--- src/hdl/pinmux_pkg.sv ---
// Purpose: Shared constants and types for the port alternate-function multiplexer.
// Assumes: AHB-Lite register window decoded on byte address bits [7:0].
// Notes: Each offset, field position and reset value is named once here.
package pinmux_pkg;

	// Register byte offsets on the AHB-Lite bus.
	localparam logic [7:0] OFS_IO_CONTROL_ONE = 8'h00;
	localparam logic [7:0] OFS_IO_CONTROL_THREE = 8'h04;
	localparam logic [7:0] OFS_PORT1_DATA = 8'h08;
	localparam logic [7:0] OFS_PORT2_DATA = 8'h0C;
	localparam logic [7:0] OFS_PORT0_ALT = 8'h10;
	localparam logic [7:0] OFS_PORT1_ALT = 8'h14;
	localparam logic [7:0] OFS_PORT2_ALT = 8'h18;
	localparam logic [7:0] OFS_CHIP_CONFIG = 8'h1C;
	localparam logic [7:0] OFS_FAST_SHARE = 8'h20;
	localparam logic [7:0] OFS_IRQ_STATUS = 8'h24;
	localparam logic [7:0] OFS_IRQ_MASK = 8'h28;
	localparam logic [7:0] OFS_PIN_LEVELS = 8'h2C;
	localparam logic [7:0] OFS_CAPTURE = 8'h30;

	// Field positions.
	localparam int IO_CONTROL_ONE_EXT_SRC_BIT = 1;
	localparam int IO_CONTROL_THREE_PULSE_WIDTH_OUT_ONE_BIT = 2;
	localparam int IO_CONTROL_THREE_PULSE_WIDTH_OUT_TWO_BIT = 3;
	localparam int CCB_DYN_WIDTH_BIT = 1;
	localparam int ST_INT7_BIT = 0;
	localparam int ST_CAP_BIT = 1;

	// Pin masks of the alternate functions.
	localparam logic [7:0] P0_CHECK_MASK = 8'h4F;
	localparam logic [7:0] P1_ALT_MASK = 8'hE0;
	localparam logic [7:0] P2_OUT_ALT_MASK = 8'h21;

	// Reset values.
	localparam logic [7:0] RST_CTRL = 8'h00;
	localparam logic [7:0] RST_PORT_DATA = 8'hFF;
	localparam logic [7:0] RST_CHIP_CONFIG = 8'h00;
	localparam logic [15:0] RST_CAPTURE = 16'h0000;

	// Phase of the external bus cycle as given by the bus controller.
	typedef enum logic [1:0] {PH_IDLE, PH_ADDR, PH_DATA} bus_phase_t;

endpackage

--- src/hdl/capture_if.sv ---
// Purpose: Carries the timer capture pin, timer value and capture results.
// Assumes: One clock domain.
// Notes: The mux drives pin and value; the capture unit answers.
`timescale 1ns/10ps
`default_nettype none
interface capture_if;
	logic pin;
	logic [15:0] timer_value;
	logic capture_pulse;
	logic [15:0] capture_value;
	modport unit (input pin, input timer_value, output capture_pulse, output capture_value);
	modport host (output pin, output timer_value, input capture_pulse, input capture_value);
endinterface
`default_nettype wire

--- src/hdl/timer_b_capture_unit.sv ---
// Purpose: Rising-edge capture of the timer value on the capture pin.
// Assumes: Pin is synchronous to the clock.
// Notes: The pulse lasts one cycle, together with the new captured value.
`timescale 1ns/10ps
`default_nettype none
module timer_b_capture_unit import pinmux_pkg::*; (
	// Clock and reset.
	input wire logic clk_sys_i,
	input wire logic reset_n_i,
	// Capture signals.
	capture_if.unit cap
);
	logic prev_reg;
	logic pulse_reg;
	logic [15:0] value_reg;

	assign cap.capture_pulse = pulse_reg;
	assign cap.capture_value = value_reg;

	// Detects the rising edge and copies the timer value.
	always_ff @(posedge clk_sys_i) begin
		if (!reset_n_i) begin
			prev_reg <= 1'b1; // A pin resting on its pull-up gives no false capture.
			pulse_reg <= 1'b0;
			value_reg <= RST_CAPTURE;
		end else begin
			prev_reg <= cap.pin;
			pulse_reg <= cap.pin & ~prev_reg;
			if (cap.pin && !prev_reg) begin
				value_reg <= cap.timer_value;
			end
		end
	end
endmodule // timer_b_capture_unit
`default_nettype wire

--- src/hdl/port_alternate_function_mux.sv ---
// Purpose: Pin sharing between plain ports and alternate peripheral functions.
// Assumes: AHB-Lite slave with zero wait states; pins synchronous to the clock.
// Notes: Every pin output is registered, so pins follow their cause by one cycle.
// Overview of operation
// - Port zero defaults to input only.
// - Check bits use port-zero pins 0-3 and 6.
// - Port one quasi, push-pull when alternate, except input pin 7.
// - Control three bit two: pulse one on pin 3.
// - Control three bit three: pulse two on pin 4.
// - Control one bit one picks interrupt source.
// - Bus request driven while cycle pending.
// - Hold acknowledge shows bus released.
// - Port two carries transmit, receive, pulse zero.
// - Pin 3 clocks timer and baud; 4 resets.
// - Pin 6 high counts down, low up.
// - Pin 7 rising edge captures, raises interrupt.
// - Low address/data: address, then bidirectional data.
// - Narrow bus: upper pins drive address only.
// - Six fast outputs; 4,5 share inputs 2,3.
// - Four fast inputs; 0,1 feed timer.
// - Config bit one low locks narrow bus.
//
// The register offsets and the AHB-Lite slave port were left to the implementer.
`timescale 1ns/10ps
`default_nettype none
module port_alternate_function_mux import pinmux_pkg::*; #(
	parameter int PORT_W = 8
) (
	// Clock and reset.
	input wire logic clk_sys_i,
	input wire logic reset_n_i,
	// AHB-Lite slave.
	input wire logic hsel_i,
	input wire logic [31:0] haddr_i,
	input wire logic [1:0] htrans_i,
	input wire logic hwrite_i,
	input wire logic [2:0] hsize_i,
	input wire logic [31:0] hwdata_i,
	input wire logic hready_i,
	output logic hreadyout_o,
	output logic hresp_o,
	output logic [31:0] hrdata_o,
	output logic irq_o,
	// Port pins.
	input wire logic [PORT_W-1:0] port0_in_i,
	output logic [PORT_W-1:0] port0_out_o,
	output logic [PORT_W-1:0] port0_oe_o,
	input wire logic [PORT_W-1:0] port1_in_i,
	output logic [PORT_W-1:0] port1_out_o,
	output logic [PORT_W-1:0] port1_oe_o,
	input wire logic [PORT_W-1:0] port2_in_i,
	output logic [PORT_W-1:0] port2_out_o,
	output logic [PORT_W-1:0] port2_oe_o,
	// Peripheral sources.
	input wire logic [4:0] memory_check_bits_out_i,
	input wire logic [4:0] memory_check_bits_oe_i,
	input wire logic pulse_width_out_zero_i,
	input wire logic pulse_width_out_one_i,
	input wire logic pulse_width_out_two_i,
	input wire logic serial_txd_i,
	input wire logic cycle_pending_i,
	input wire logic bus_released_i,
	input wire logic [15:0] timer_b_value_i,
	// Peripheral destinations.
	output logic [4:0] memory_check_bits_in_o,
	output logic interrupt_seven_o,
	output logic timer_b_capture_interrupt_o,
	output logic hold_request_o,
	output logic serial_rxd_o,
	output logic timer_b_clock_input_o,
	output logic baud_clock_input_o,
	output logic timer_b_reset_input_o,
	output logic timer_b_direction_input_o,
	output logic timer_b_alt_clock_o,
	output logic timer_b_alt_reset_o,
	// External address/data bus.
	input wire bus_phase_t bus_phase_i,
	input wire logic bus_write_i,
	input wire logic [15:0] bus_addr_i,
	input wire logic [15:0] bus_wdata_i,
	input wire logic width_select_pin_i,
	input wire logic [7:0] low_addr_data_pins_in_i,
	input wire logic [7:0] high_addr_data_pins_in_i,
	output logic [7:0] low_addr_data_pins_out_o,
	output logic [7:0] low_addr_data_pins_oe_o,
	output logic [7:0] high_addr_data_pins_out_o,
	output logic [7:0] high_addr_data_pins_oe_o,
	output logic [15:0] bus_rdata_o,
	output logic bus_is_16_o,
	// Fast input and output pins.
	input wire logic [5:0] fast_output_pins_i,
	input wire logic [1:0] fast_in_dedicated_i,
	input wire logic [1:0] fast_shared_in_i,
	output logic [3:0] fast_out_dedicated_o,
	output logic [1:0] fast_shared_out_o,
	output logic [1:0] fast_shared_oe_o,
	output logic [3:0] fast_input_pins_o
);
	logic [7:0] io_control_one_reg, io_control_three_reg, port1_data_reg, port2_data_reg;
	logic [7:0] port1_alt_reg, port2_alt_reg, chip_config_byte_reg, wr_addr_reg;
	logic port0_alt_reg, ext_prev_reg, wr_pend_reg, ext_src, bus16, addr_phase;
	logic [1:0] fast_share_reg, status_reg, mask_reg, status_set, status_clr;
	logic [31:0] rdata_next;
	logic [7:0] p1_sel, p1_val, p1_drv, p1_out_next, p1_oe_next;
	logic [7:0] p2_sel, p2_val, p2_drv, p2_out_next, p2_oe_next;
	logic [7:0] lo_out_next, lo_oe_next, hi_out_next, hi_oe_next;
	capture_if cap ();

	// Timer capture runs in its own small unit.
	assign cap.pin = port2_in_i[7];
	assign cap.timer_value = timer_b_value_i;
	timer_b_capture_unit timer_b_capture_unit_i (.clk_sys_i(clk_sys_i), .reset_n_i(reset_n_i),
		.cap(cap));

	// Alternate selections, values and drive kinds per port-one and port-two pin.
	assign p1_sel = {port1_alt_reg[7:5], io_control_three_reg[IO_CONTROL_THREE_PULSE_WIDTH_OUT_TWO_BIT],
		io_control_three_reg[IO_CONTROL_THREE_PULSE_WIDTH_OUT_ONE_BIT], 3'h0};
	assign p1_val = {1'b0, bus_released_i, cycle_pending_i, pulse_width_out_two_i,
		pulse_width_out_one_i, 3'h0};
	assign p1_drv = 8'h78; // Pin 7 is the hold request input, so it does not drive when alternate.
	assign p2_sel = port2_alt_reg & P2_OUT_ALT_MASK;
	assign p2_val = {2'h0, pulse_width_out_zero_i, 4'h0, serial_txd_i};
	assign p2_drv = P2_OUT_ALT_MASK;

	// One mux cell per pin: push-pull alternate except port-one pin 7, which does not drive, else quasi from the data register.
	for (genvar i = 0; i < 8; i++) begin : g_pin
		assign p1_out_next[i] = p1_sel[i] ? p1_val[i] : port1_data_reg[i];
		assign p1_oe_next[i] = p1_sel[i] ? p1_drv[i] : ~port1_data_reg[i];
		assign p2_out_next[i] = p2_sel[i] ? p2_val[i] : port2_data_reg[i];
		assign p2_oe_next[i] = p2_sel[i] ? p2_drv[i] : ~port2_data_reg[i];
	end

	// Interrupt source and bus width selection.
	assign ext_src = io_control_one_reg[IO_CONTROL_ONE_EXT_SRC_BIT] ? port0_in_i[7] : port2_in_i[2];
	assign bus16 = chip_config_byte_reg[CCB_DYN_WIDTH_BIT] & width_select_pin_i;

	// Address/data pin drive per bus phase.
	always_comb begin
		lo_out_next = 8'h00;
		lo_oe_next = 8'h00;
		hi_out_next = bus_addr_i[15:8];
		hi_oe_next = bus16 ? 8'h00 : 8'hFF;
		unique case (bus_phase_i)
			PH_IDLE: lo_out_next = 8'h00;
			PH_ADDR: begin
				lo_out_next = bus_addr_i[7:0];
				lo_oe_next = 8'hFF;
				hi_oe_next = 8'hFF;
			end
			PH_DATA: begin
				lo_out_next = bus_wdata_i[7:0];
				lo_oe_next = {8{bus_write_i}};
				if (bus16) begin
					hi_out_next = bus_wdata_i[15:8];
					hi_oe_next = {8{bus_write_i}};
				end
			end
		endcase
	end

	// Registers the port and address/data pin outputs and the bus width flag.
	always_ff @(posedge clk_sys_i) begin
		if (!reset_n_i) begin
			port0_out_o <= 8'h00;
			port0_oe_o <= 8'h00;
			port1_out_o <= RST_PORT_DATA;
			port1_oe_o <= 8'h00;
			port2_out_o <= RST_PORT_DATA;
			port2_oe_o <= 8'h00;
			low_addr_data_pins_out_o <= 8'h00;
			low_addr_data_pins_oe_o <= 8'h00;
			high_addr_data_pins_out_o <= 8'h00;
			high_addr_data_pins_oe_o <= 8'h00;
			bus_is_16_o <= 1'b0;
		end else begin
			port0_out_o <= port0_alt_reg ? {1'b0, memory_check_bits_out_i[4], 2'h0,
				memory_check_bits_out_i[3:0]} : 8'h00;
			port0_oe_o <= port0_alt_reg ? ({1'b0, memory_check_bits_oe_i[4], 2'h0,
				memory_check_bits_oe_i[3:0]} & P0_CHECK_MASK) : 8'h00;
			port1_out_o <= p1_out_next;
			port1_oe_o <= p1_oe_next;
			port2_out_o <= p2_out_next;
			port2_oe_o <= p2_oe_next;
			low_addr_data_pins_out_o <= lo_out_next;
			low_addr_data_pins_oe_o <= lo_oe_next;
			high_addr_data_pins_out_o <= hi_out_next;
			high_addr_data_pins_oe_o <= hi_oe_next;
			bus_is_16_o <= bus16;
		end
	end

	// Registers the inputs handed to the peripherals.
	always_ff @(posedge clk_sys_i) begin
		if (!reset_n_i) begin
			memory_check_bits_in_o <= 5'h00;
			interrupt_seven_o <= 1'b0;
			hold_request_o <= 1'b0;
			serial_rxd_o <= 1'b1;
			timer_b_clock_input_o <= 1'b0;
			baud_clock_input_o <= 1'b0;
			timer_b_reset_input_o <= 1'b0;
			timer_b_direction_input_o <= 1'b0;
			bus_rdata_o <= 16'h0000;
		end else begin
			memory_check_bits_in_o <= {port0_in_i[6], port0_in_i[3:0]};
			interrupt_seven_o <= ext_src;
			hold_request_o <= port1_alt_reg[7] & port1_in_i[7];
			serial_rxd_o <= port2_in_i[1];
			timer_b_clock_input_o <= port2_in_i[3];
			baud_clock_input_o <= port2_in_i[3];
			timer_b_reset_input_o <= port2_in_i[4];
			timer_b_direction_input_o <= port2_in_i[6]; // High counts down.
			bus_rdata_o <= {high_addr_data_pins_in_i, low_addr_data_pins_in_i};
		end
	end

	// Fast pins: dedicated outputs, shared pins and the input path.
	always_ff @(posedge clk_sys_i) begin
		if (!reset_n_i) begin
			fast_out_dedicated_o <= 4'h0;
			fast_shared_out_o <= 2'h0;
			fast_shared_oe_o <= 2'h0;
			fast_input_pins_o <= 4'h0;
			timer_b_alt_clock_o <= 1'b0;
			timer_b_alt_reset_o <= 1'b0;
		end else begin
			fast_out_dedicated_o <= fast_output_pins_i[3:0];
			fast_shared_out_o <= fast_output_pins_i[5:4];
			fast_shared_oe_o <= fast_share_reg;
			fast_input_pins_o <= {fast_shared_in_i, fast_in_dedicated_i};
			timer_b_alt_clock_o <= fast_in_dedicated_i[0];
			timer_b_alt_reset_o <= fast_in_dedicated_i[1];
		end
	end

	// AHB-Lite address phase; read data is prepared for the data phase.
	assign addr_phase = hsel_i & htrans_i[1] & hready_i;
	always_comb begin
		rdata_next = 32'h0000_0000;
		unique case (haddr_i[7:0])
			OFS_IO_CONTROL_ONE: rdata_next[7:0] = io_control_one_reg;
			OFS_IO_CONTROL_THREE: rdata_next[7:0] = io_control_three_reg;
			OFS_PORT1_DATA: rdata_next[7:0] = port1_data_reg;
			OFS_PORT2_DATA: rdata_next[7:0] = port2_data_reg;
			OFS_PORT0_ALT: rdata_next[0] = port0_alt_reg;
			OFS_PORT1_ALT: rdata_next[7:0] = port1_alt_reg;
			OFS_PORT2_ALT: rdata_next[7:0] = port2_alt_reg;
			OFS_CHIP_CONFIG: rdata_next[7:0] = chip_config_byte_reg;
			OFS_FAST_SHARE: rdata_next[1:0] = fast_share_reg;
			OFS_IRQ_STATUS: rdata_next[1:0] = status_reg;
			OFS_IRQ_MASK: rdata_next[1:0] = mask_reg;
			OFS_PIN_LEVELS: rdata_next[23:0] = {port2_in_i, port1_in_i, port0_in_i};
			OFS_CAPTURE: rdata_next[15:0] = cap.capture_value;
			default: rdata_next = 32'h0000_0000;
		endcase
	end

	// Bus handshake: ready in every cycle after reset, always OKAY.
	always_ff @(posedge clk_sys_i) begin
		if (!reset_n_i) begin
			hreadyout_o <= 1'b0;
			hresp_o <= 1'b0;
			hrdata_o <= 32'h0000_0000;
			wr_pend_reg <= 1'b0;
			wr_addr_reg <= 8'h00;
		end else begin
			hreadyout_o <= 1'b1;
			hresp_o <= 1'b0;
			wr_pend_reg <= addr_phase & hwrite_i;
			if (addr_phase) begin
				wr_addr_reg <= haddr_i[7:0];
				hrdata_o <= hwrite_i ? 32'h0000_0000 : rdata_next;
			end
		end
	end

	// Control register writes in the data phase.
	always_ff @(posedge clk_sys_i) begin
		if (!reset_n_i) begin
			io_control_one_reg <= RST_CTRL;
			io_control_three_reg <= RST_CTRL;
			port1_data_reg <= RST_PORT_DATA;
			port2_data_reg <= RST_PORT_DATA;
			port0_alt_reg <= 1'b0;
			port1_alt_reg <= RST_CTRL;
			port2_alt_reg <= RST_CTRL;
			chip_config_byte_reg <= RST_CHIP_CONFIG;
			fast_share_reg <= 2'h0;
			mask_reg <= 2'h0;
		end else if (wr_pend_reg) begin
			unique case (wr_addr_reg)
				OFS_IO_CONTROL_ONE: io_control_one_reg <= hwdata_i[7:0];
				OFS_IO_CONTROL_THREE: io_control_three_reg <= hwdata_i[7:0];
				OFS_PORT1_DATA: port1_data_reg <= hwdata_i[7:0];
				OFS_PORT2_DATA: port2_data_reg <= hwdata_i[7:0];
				OFS_PORT0_ALT: port0_alt_reg <= hwdata_i[0];
				OFS_PORT1_ALT: port1_alt_reg <= hwdata_i[7:0] & P1_ALT_MASK;
				OFS_PORT2_ALT: port2_alt_reg <= hwdata_i[7:0];
				OFS_CHIP_CONFIG: chip_config_byte_reg <= hwdata_i[7:0];
				OFS_FAST_SHARE: fast_share_reg <= hwdata_i[1:0];
				OFS_IRQ_MASK: mask_reg <= hwdata_i[1:0];
				default: mask_reg <= mask_reg;
			endcase
		end
	end

	// Sticky event flags; a new event wins over a same-cycle clear.
	assign status_set[ST_INT7_BIT] = ext_src & ~ext_prev_reg;
	assign status_set[ST_CAP_BIT] = cap.capture_pulse;
	assign status_clr = (wr_pend_reg && wr_addr_reg == OFS_IRQ_STATUS) ? hwdata_i[1:0] : 2'h0;
	always_ff @(posedge clk_sys_i) begin
		if (!reset_n_i) begin
			status_reg <= 2'h0;
			ext_prev_reg <= 1'b1; // A pin resting on its pull-up gives no false edge.
			irq_o <= 1'b0;
			timer_b_capture_interrupt_o <= 1'b0;
		end else begin
			status_reg <= (status_reg & ~status_clr) | status_set;
			ext_prev_reg <= ext_src;
			irq_o <= |(status_reg & mask_reg);
			timer_b_capture_interrupt_o <= cap.capture_pulse;
		end
	end
endmodule // port_alternate_function_mux
`default_nettype wire

--- config.mk ---
export PLATFORM = sky130hd
export DESIGN_NAME = port_alternate_function_mux
export DESIGN_NICKNAME = d
export VERILOG_FILES = /design/src/hdl/pinmux_pkg.sv /design/src/hdl/capture_if.sv /design/src/hdl/timer_b_capture_unit.sv /design/src/hdl/port_alternate_function_mux.sv
export SDC_FILE = /design/constraint.sdc
export NUM_CORES = 1
export LEC_CHECK = 0
export BUFFER_PORTS_ARGS = -buffer_cell sky130_fd_sc_hd__buf_2
export CAP_MARGIN = 10
export CORE_MARGIN = 3
export CORE_UTILIZATION = 43
export DETAILED_ROUTE_END_ITERATION = 7
export PLACE_DENSITY = 0.76
export SYNTH_ARGS = -nofsm -noshare
export SYNTH_HDL_FRONTEND = slang
export SYNTH_SLANG_ARGS = --single-unit
export TNS_END_PERCENT = 20
--- constraint.sdc ---
create_clock -name clk_sys_i -period 1.6 [get_ports clk_sys_i]
set_input_delay 0.32 -clock clk_sys_i [delete_from_list [all_inputs] [get_ports clk_sys_i]]
set_output_delay 0.32 -clock clk_sys_i [all_outputs]
set_load 0.02 [all_outputs]
Word-level counts from Yosys, hierarchy flattened
Cells that the tools add are included.
Widths: inputs -> output; s select.
- flip-flop bits (word level): 243
- logic and storage cells: 151
- input bits: 192
- output and inout bits: 159
- equal/unequal tests: 24
- bitwise gates (word level): 30
- reduce and logical (&&, ||, !) cells: 19
- muxes and demuxes: 29
- operators by type and width (cell ; number):
    $eq 8x5->1 const B ; 8
    $eq 8x6->1 const B ; 8
    $pmux 6 s9 ; 1
    $pmux 8 s2 ; 3
    $mux 8 ; 5
    $eq 8x4->1 const B ; 4
    $mux 24 ; 1
    $pmux 8 s3 ; 1
    $reduce_and 2->1 ; 11
    $not 1->1 ; 19
    $eq 8x3->1 const B ; 2
    $logic_not 8->1 ; 2
    $mux 1 ; 15
    $pmux 1 s12 ; 1
    $pmux 1 s11 ; 1
    $and 1x1->1 ; 7
    $and 2x2->2 ; 2
    $reduce_or 2->1 ; 2
    $eq 2x1->1 const B ; 1
    $eq 2x2->1 const B ; 1
    $logic_and 1x1->1 ; 2
    $logic_not 2->1 ; 1
    $mux 2 ; 1
    $not 2->2 ; 1
    2 further kinds ; 2

Longest topological paths before layout
- depth in word-level cells: 6
- gate-level depth with buffers: 8
- mapped depth without buffers: 5

Cells and area by module
From an unflattened synthesis, not the netlist that was laid out.
- cells, all modules: 816
- area, all modules: 8147.8 um^2
- modules (own cells, without submodules) (module ; cells each ; area each (um^2) ; seq. area each (um^2) ; instances):
    port_alternate_function_mux ; 741 ; 7429.6 ; 3903.7 ; 1
    timer_b_capture_unit ; 75 ; 718.2 ; 360.3 ; 1

Worst setup path after synthesis
OpenSTA, ideal clock, no wires.
- path type: reg2reg
- start: reg wr_addr_reg[4]
- end: reg port2_data_reg[0]
- path slack: -0.167 ns
- library setup time: 0.129 ns
- path buffers: 0
- stages on the path, launching flop included: 5
- required time: 1.471 ns
- period minus slack after synthesis: 1.767 ns
- arrival: 1.638 ns
- path through: dfxtp_1 -> nor4_2 -> nand4_2 -> mux2i_1 -> nand2_1
- word-level cells in the longest chain between the ends: 2
- RTL lines (element ; RTL line ; RTL):
    start: declaration ; port_alternate_function_mux.sv:100 ; logic [7:0] port1_alt_reg, port2_alt_reg, chip_config_byte_reg, wr_addr_reg;
    start signal: assignment ; port_alternate_function_mux.sv:271 ; wr_addr_reg <= haddr_i[7:0];
    $eq 8x4->1 ; port_alternate_function_mux.sv:291 ; unique case (wr_addr_reg)
    $reduce_and 2->1 (no line) ; -- ;
    end signal: assignment ; port_alternate_function_mux.sv:295 ; OFS_PORT2_DATA: port2_data_reg <= hwdata_i[7:0];
    end: declaration ; port_alternate_function_mux.sv:99 ; logic [7:0] io_control_one_reg, io_control_three_reg, port1_data_reg, port2_data_reg;
No other way between the ends.
A chain may end at the register's enable or synchronous reset.

Worst setup path in the final report
- start: reg wr_addr_reg[6]
- end: reg status_reg[1]
- word-level cells in the longest chain between the ends: 6
- RTL lines (element ; RTL line ; RTL):
    $eq 8x6->1 ; port_alternate_function_mux.sv:310 ; assign status_clr = (wr_pend_reg && wr_addr_reg == OFS_IRQ_STATUS) ? hwdata_i[1:0] : 2'h0;
    $logic_and 1x1->1 ; port_alternate_function_mux.sv:310 ;
    $mux 2 ; port_alternate_function_mux.sv:310 ;
    $not 2->2 ; port_alternate_function_mux.sv:318 ; status_reg <= (status_reg & ~status_clr) | status_set;
    $and 2x2->2 ; port_alternate_function_mux.sv:318 ;
    $or 2x2->2 ; port_alternate_function_mux.sv:318 ;
    end signal: assignment ; port_alternate_function_mux.sv:318 ;
    end: declaration ; port_alternate_function_mux.sv:102 ; logic [1:0] fast_share_reg, status_reg, mask_reg, status_set, status_clr;
No other way between the ends.

==> Flow_metrics.wiki <==
{| class="wikitable"
! Metric !! Value
|-
| Clock Skew || 0.0243 ns
|-
| Layout Nets || 1386
|-
| Yosys top cell area share || 51.6%
|-
| Crit end category || flip-flop
|-
| Slew HR || 50.3%
|-
| H-tree levels || 1
|-
| Vias || 7263
|-
| Height of the die || 145 µm
|-
| Proportion of synthesized flip-flops having asynchronous set or reset || 0%
|-
| Flip-flop cell with the highest count after synthesis || sky130_fd_sc_hd__dfxtp_1
|-
| Power, Total || 12.3 mW
|-
| Fill count || 1602
|-
| Die Span X || 145 µm
|-
| Critical path data required time || 2.00 ns
|-
| Remaining design rule violation count || 0
|-
| Transition at the pin with the smallest max-transition slack || 0.735 ns
|-
| Worst flop-to-flop path startpoint || wr_addr_reg[6]
|-
| Ports placed on the boundary || 351
|-
| PD cells || 1080 nW/µm²
|-
| Type of element launching the critical path || flip-flop
|-
| Number of antenna violations at the first check in global routing || 0
|-
| Largest register by flop count || hrdata_o
|-
| Smallest setup slack after layout || -0.177 ns
|-
| Category of the most critical setup path || flip-flop to flip-flop
|-
| Flip-flop count of the largest register, all copies and words added || 24
|-
| Launching instance or port of the critical path || wr_addr_reg[6]
|-
| Total Die Area || 20900 µm²
|-
| Total clock sinks || 213
|-
| Wire length of the first global-routing pass || 36300 µm
|-
| Data arrival time of the critical path || 2.18 ns
|-
| FP Rows || 50
|-
| Clock root buffer master || sky130_fd_sc_hd__clkbuf_16
|-
| Worst slack at placement || -0.360 ns
|-
| Crit path time final || 1.78 ns
|-
| Number of global-route vias before repair || 6897
|-
| Post-synth design cell area || 8270 µm²
|-
| Sum of routed wire length over all layers || 24700 µm
|-
| Initial cell density of the core || 44.1%
|-
| Worst VDD drop || 0.705 mV
|-
| Clock slew at reported path FFs || 0.06 ns
|-
| Core area || 18800 µm²
|-
| Overflow left after global routing || 0
|-
| Max-cap violations || 0
|-
| Pin count of the biggest net entering global routing || 63
|-
| Half-perimeter wire length after detailed placement || 18500 µm
|-
| Port-buffer cells || 283
|-
| Post-synthesis cell type count || 57
|-
| Slew Viols, Final || 0
|-
| Drt pass-1 iters || 5
|-
| Status || complete, but fails checks
|-
| Synth Instances || 854
|-
| Setup Viol. Count Final || 37
|-
| Share of the clock period used by the worst path || 111%
|-
| Final Core Density || 60.7%
|-
| Synthesis warning total || 0
|-
| Cell Count, Final, Fillers Out || 1443
|-
| Sequential-to-total area share from yosys stat || 51.6%
|-
| Crit path max fanout || 3
|-
| Maximum clock insertion buffer count || 3
|-
| Violated checks || setup timing
|-
| Top achievable clock speed || 563 MHz
|-
| Final number of hold-violating endpoints || 0
|-
| Synth area leaders || sky130_fd_sc_hd__dfxtp_1 (52%), sky130_fd_sc_hd__mux2i_1 (6.5%), sky130_fd_sc_hd__nand2_1 (5.5%)
|-
| TritonCTS clock tree || built
|-
| Unrepaired setup endpoints after global routing || true
|-
| Cell type contributing the most total cell area after synthesis || sky130_fd_sc_hd__dfxtp_1
|-
| Number of nets with antenna violations after routing || 0
|-
| Post-synth EDFFs || 0
|-
| Weighted congestion at the end of routability-driven global placement || 0.956
|-
| Number of buffers inserted during clock tree synthesis || 23
|-
| First DRT Iteration DRCs || 387
|-
| P_leak || 5.19 nW
|-
| Worst hold path startpoint || pulse_width_out_one_i
|-
| Avg Synthesized Cell Area || 9.68 µm²
|-
| Drt via density || 5.03
|-
| Number of flip-flops and latches in the synthesized netlist || 213
|-
| HP Class || input pin to flip-flop
|-
| Ratio of cells with drive above 1 in the final layout || 38.2%
|-
| Post-placement cell count || 1395
|-
| Area Growth Syn to Fin || 37.8%
|-
| Clock latency at the later pin of the worst-skew pair || 0.51 ns
|-
| Average routed wire per standard cell || 17.1 µm
|-
| Total routing resource utilization after global routing || 21.9%
|}
-- cell families (layout without fill, tap and decap cells) --
family / Yosys count / count (layout) / synth area share, %
mux: 65 / 65 / 8.44
flops: 213 / 213 / 51.6
compound gates: 149 / 149 / 12.6
other cells: 1 / 16 / 0.0454
buf+inv: 104 / 444 / 6.34
fa+ha+maj: 2 / 2 / 0.303
simple gates: 320 / 320 / 20.7
-- cells in the mapped netlist, types with 5 or more instances --
cell	count
sky130_fd_sc_hd__dfxtp_1	213
sky130_fd_sc_hd__nand2_1	122
sky130_fd_sc_hd__mux2i_1	54
sky130_fd_sc_hd__a21boi_0	52
sky130_fd_sc_hd__nor2b_1	51
sky130_fd_sc_hd__and2_1	40
sky130_fd_sc_hd__clkbuf_1	39
sky130_fd_sc_hd__buf_4	33
sky130_fd_sc_hd__o21ai_0	30
sky130_fd_sc_hd__a22oi_1	28
sky130_fd_sc_hd__nand3_1	27
sky130_fd_sc_hd__nor2_1	21
sky130_fd_sc_hd__inv_1	20
sky130_fd_sc_hd__and3_1	15
sky130_fd_sc_hd__a21boi_1	8
sky130_fd_sc_hd__buf_2	8
sky130_fd_sc_hd__mux2_2	8
sky130_fd_sc_hd__a21oi_1	7
sky130_fd_sc_hd__nand2b_1	6
sky130_fd_sc_hd__nor3b_1	5
sky130_fd_sc_hd__or2_2	5
-- placed cells by master, fill, tap and decap left out, drive strengths merged, types with 21 or more instances in the layout --
master    n
and2     40
inv      21
nand3    27
a21boi   60
dfxtp   213
buf     379
nor2     23
a22oi    28
mux2i    54
clkbuf   32
nand2   122
o21ai    30
nor2b    51
-- area by class of cell --
type                            count  area [µm²]  area share (%)
Sequential cell                   213        4270            37.4
Timing Repair Buffer              383        2290            20.1
Multi-Input combinational cell    551        3630            31.9
Tap cell                          234         293            2.57
Clock inverter                      9         179            1.57
Antenna cell                        1        2.50          0.0220
Inverter                           20        75.1           0.659
Clock buffer                       32         659            5.79
-- path summary, 6_finish.rpt --
| path | end | cells after the start | slack, ns |
|---|---|---|---|
| setup / recovery | status_reg[1] | 6 | -0.18 |
| hold / removal | port1_out_o[3] | 3 | 0.01 |
| setup reg to reg | status_reg[1] | 6 | -0.18 |
| hold reg to reg | status_reg[0] | 1 | 0.41 |
-- through the flow --
stage	area [µm²]	hold slack (ns)	TNS, ns
2_1_floorplan	8350	0.348	-2.79
3_3_place_gp	10400	0.412	-10.67
3_5_place_dp	10400	0.414	-13.13
4_1_cts	11300	0.000997	-4.62
5_1_grt	11400	0.00209	-5.42
6_report	11400	0.0134	-2.33
-- timing repair --
action / CTS / global route
setup buffers: 1 / 1
hold buffers: 4 / 0
endpoints found under the setup margin: 50 / 58
pin swaps: 3 / 10
hold endpoints to repair: 4 / 0
resized for setup: 11 / 40
-- where the power goes --
group	switching, mW	internal, mW	total [mW]	leakage [nW]
Sequential	0.0506	5.41	5.46	1.73
Clock	2.09	3.68	5.77	0.404
Combinational	0.598	0.469	1.07	3.05
-- routing by layer --
layer  routed length [µm]  vias to the layer above  global-route usage, %
met1                10100                     3395                   27.6
met4                  679                        0                   7.02
met2                12300                      284                   38.4
li1                     -                     3542                      -
met3                 1600                       42                   3.81
met5                    0                        -                      0
-- critical path, stage by stage, from the launching register on --
cell                      delay, ns
sky130_fd_sc_hd__dfxtp_1       0.32
sky130_fd_sc_hd__buf_4         0.14
sky130_fd_sc_hd__buf_4         0.13
sky130_fd_sc_hd__nor4b_1       0.65
sky130_fd_sc_hd__nand3_2       0.17
sky130_fd_sc_hd__a21oi_2       0.20
sky130_fd_sc_hd__nor2b_1       0.06
(Power assumes the default switching activity.)
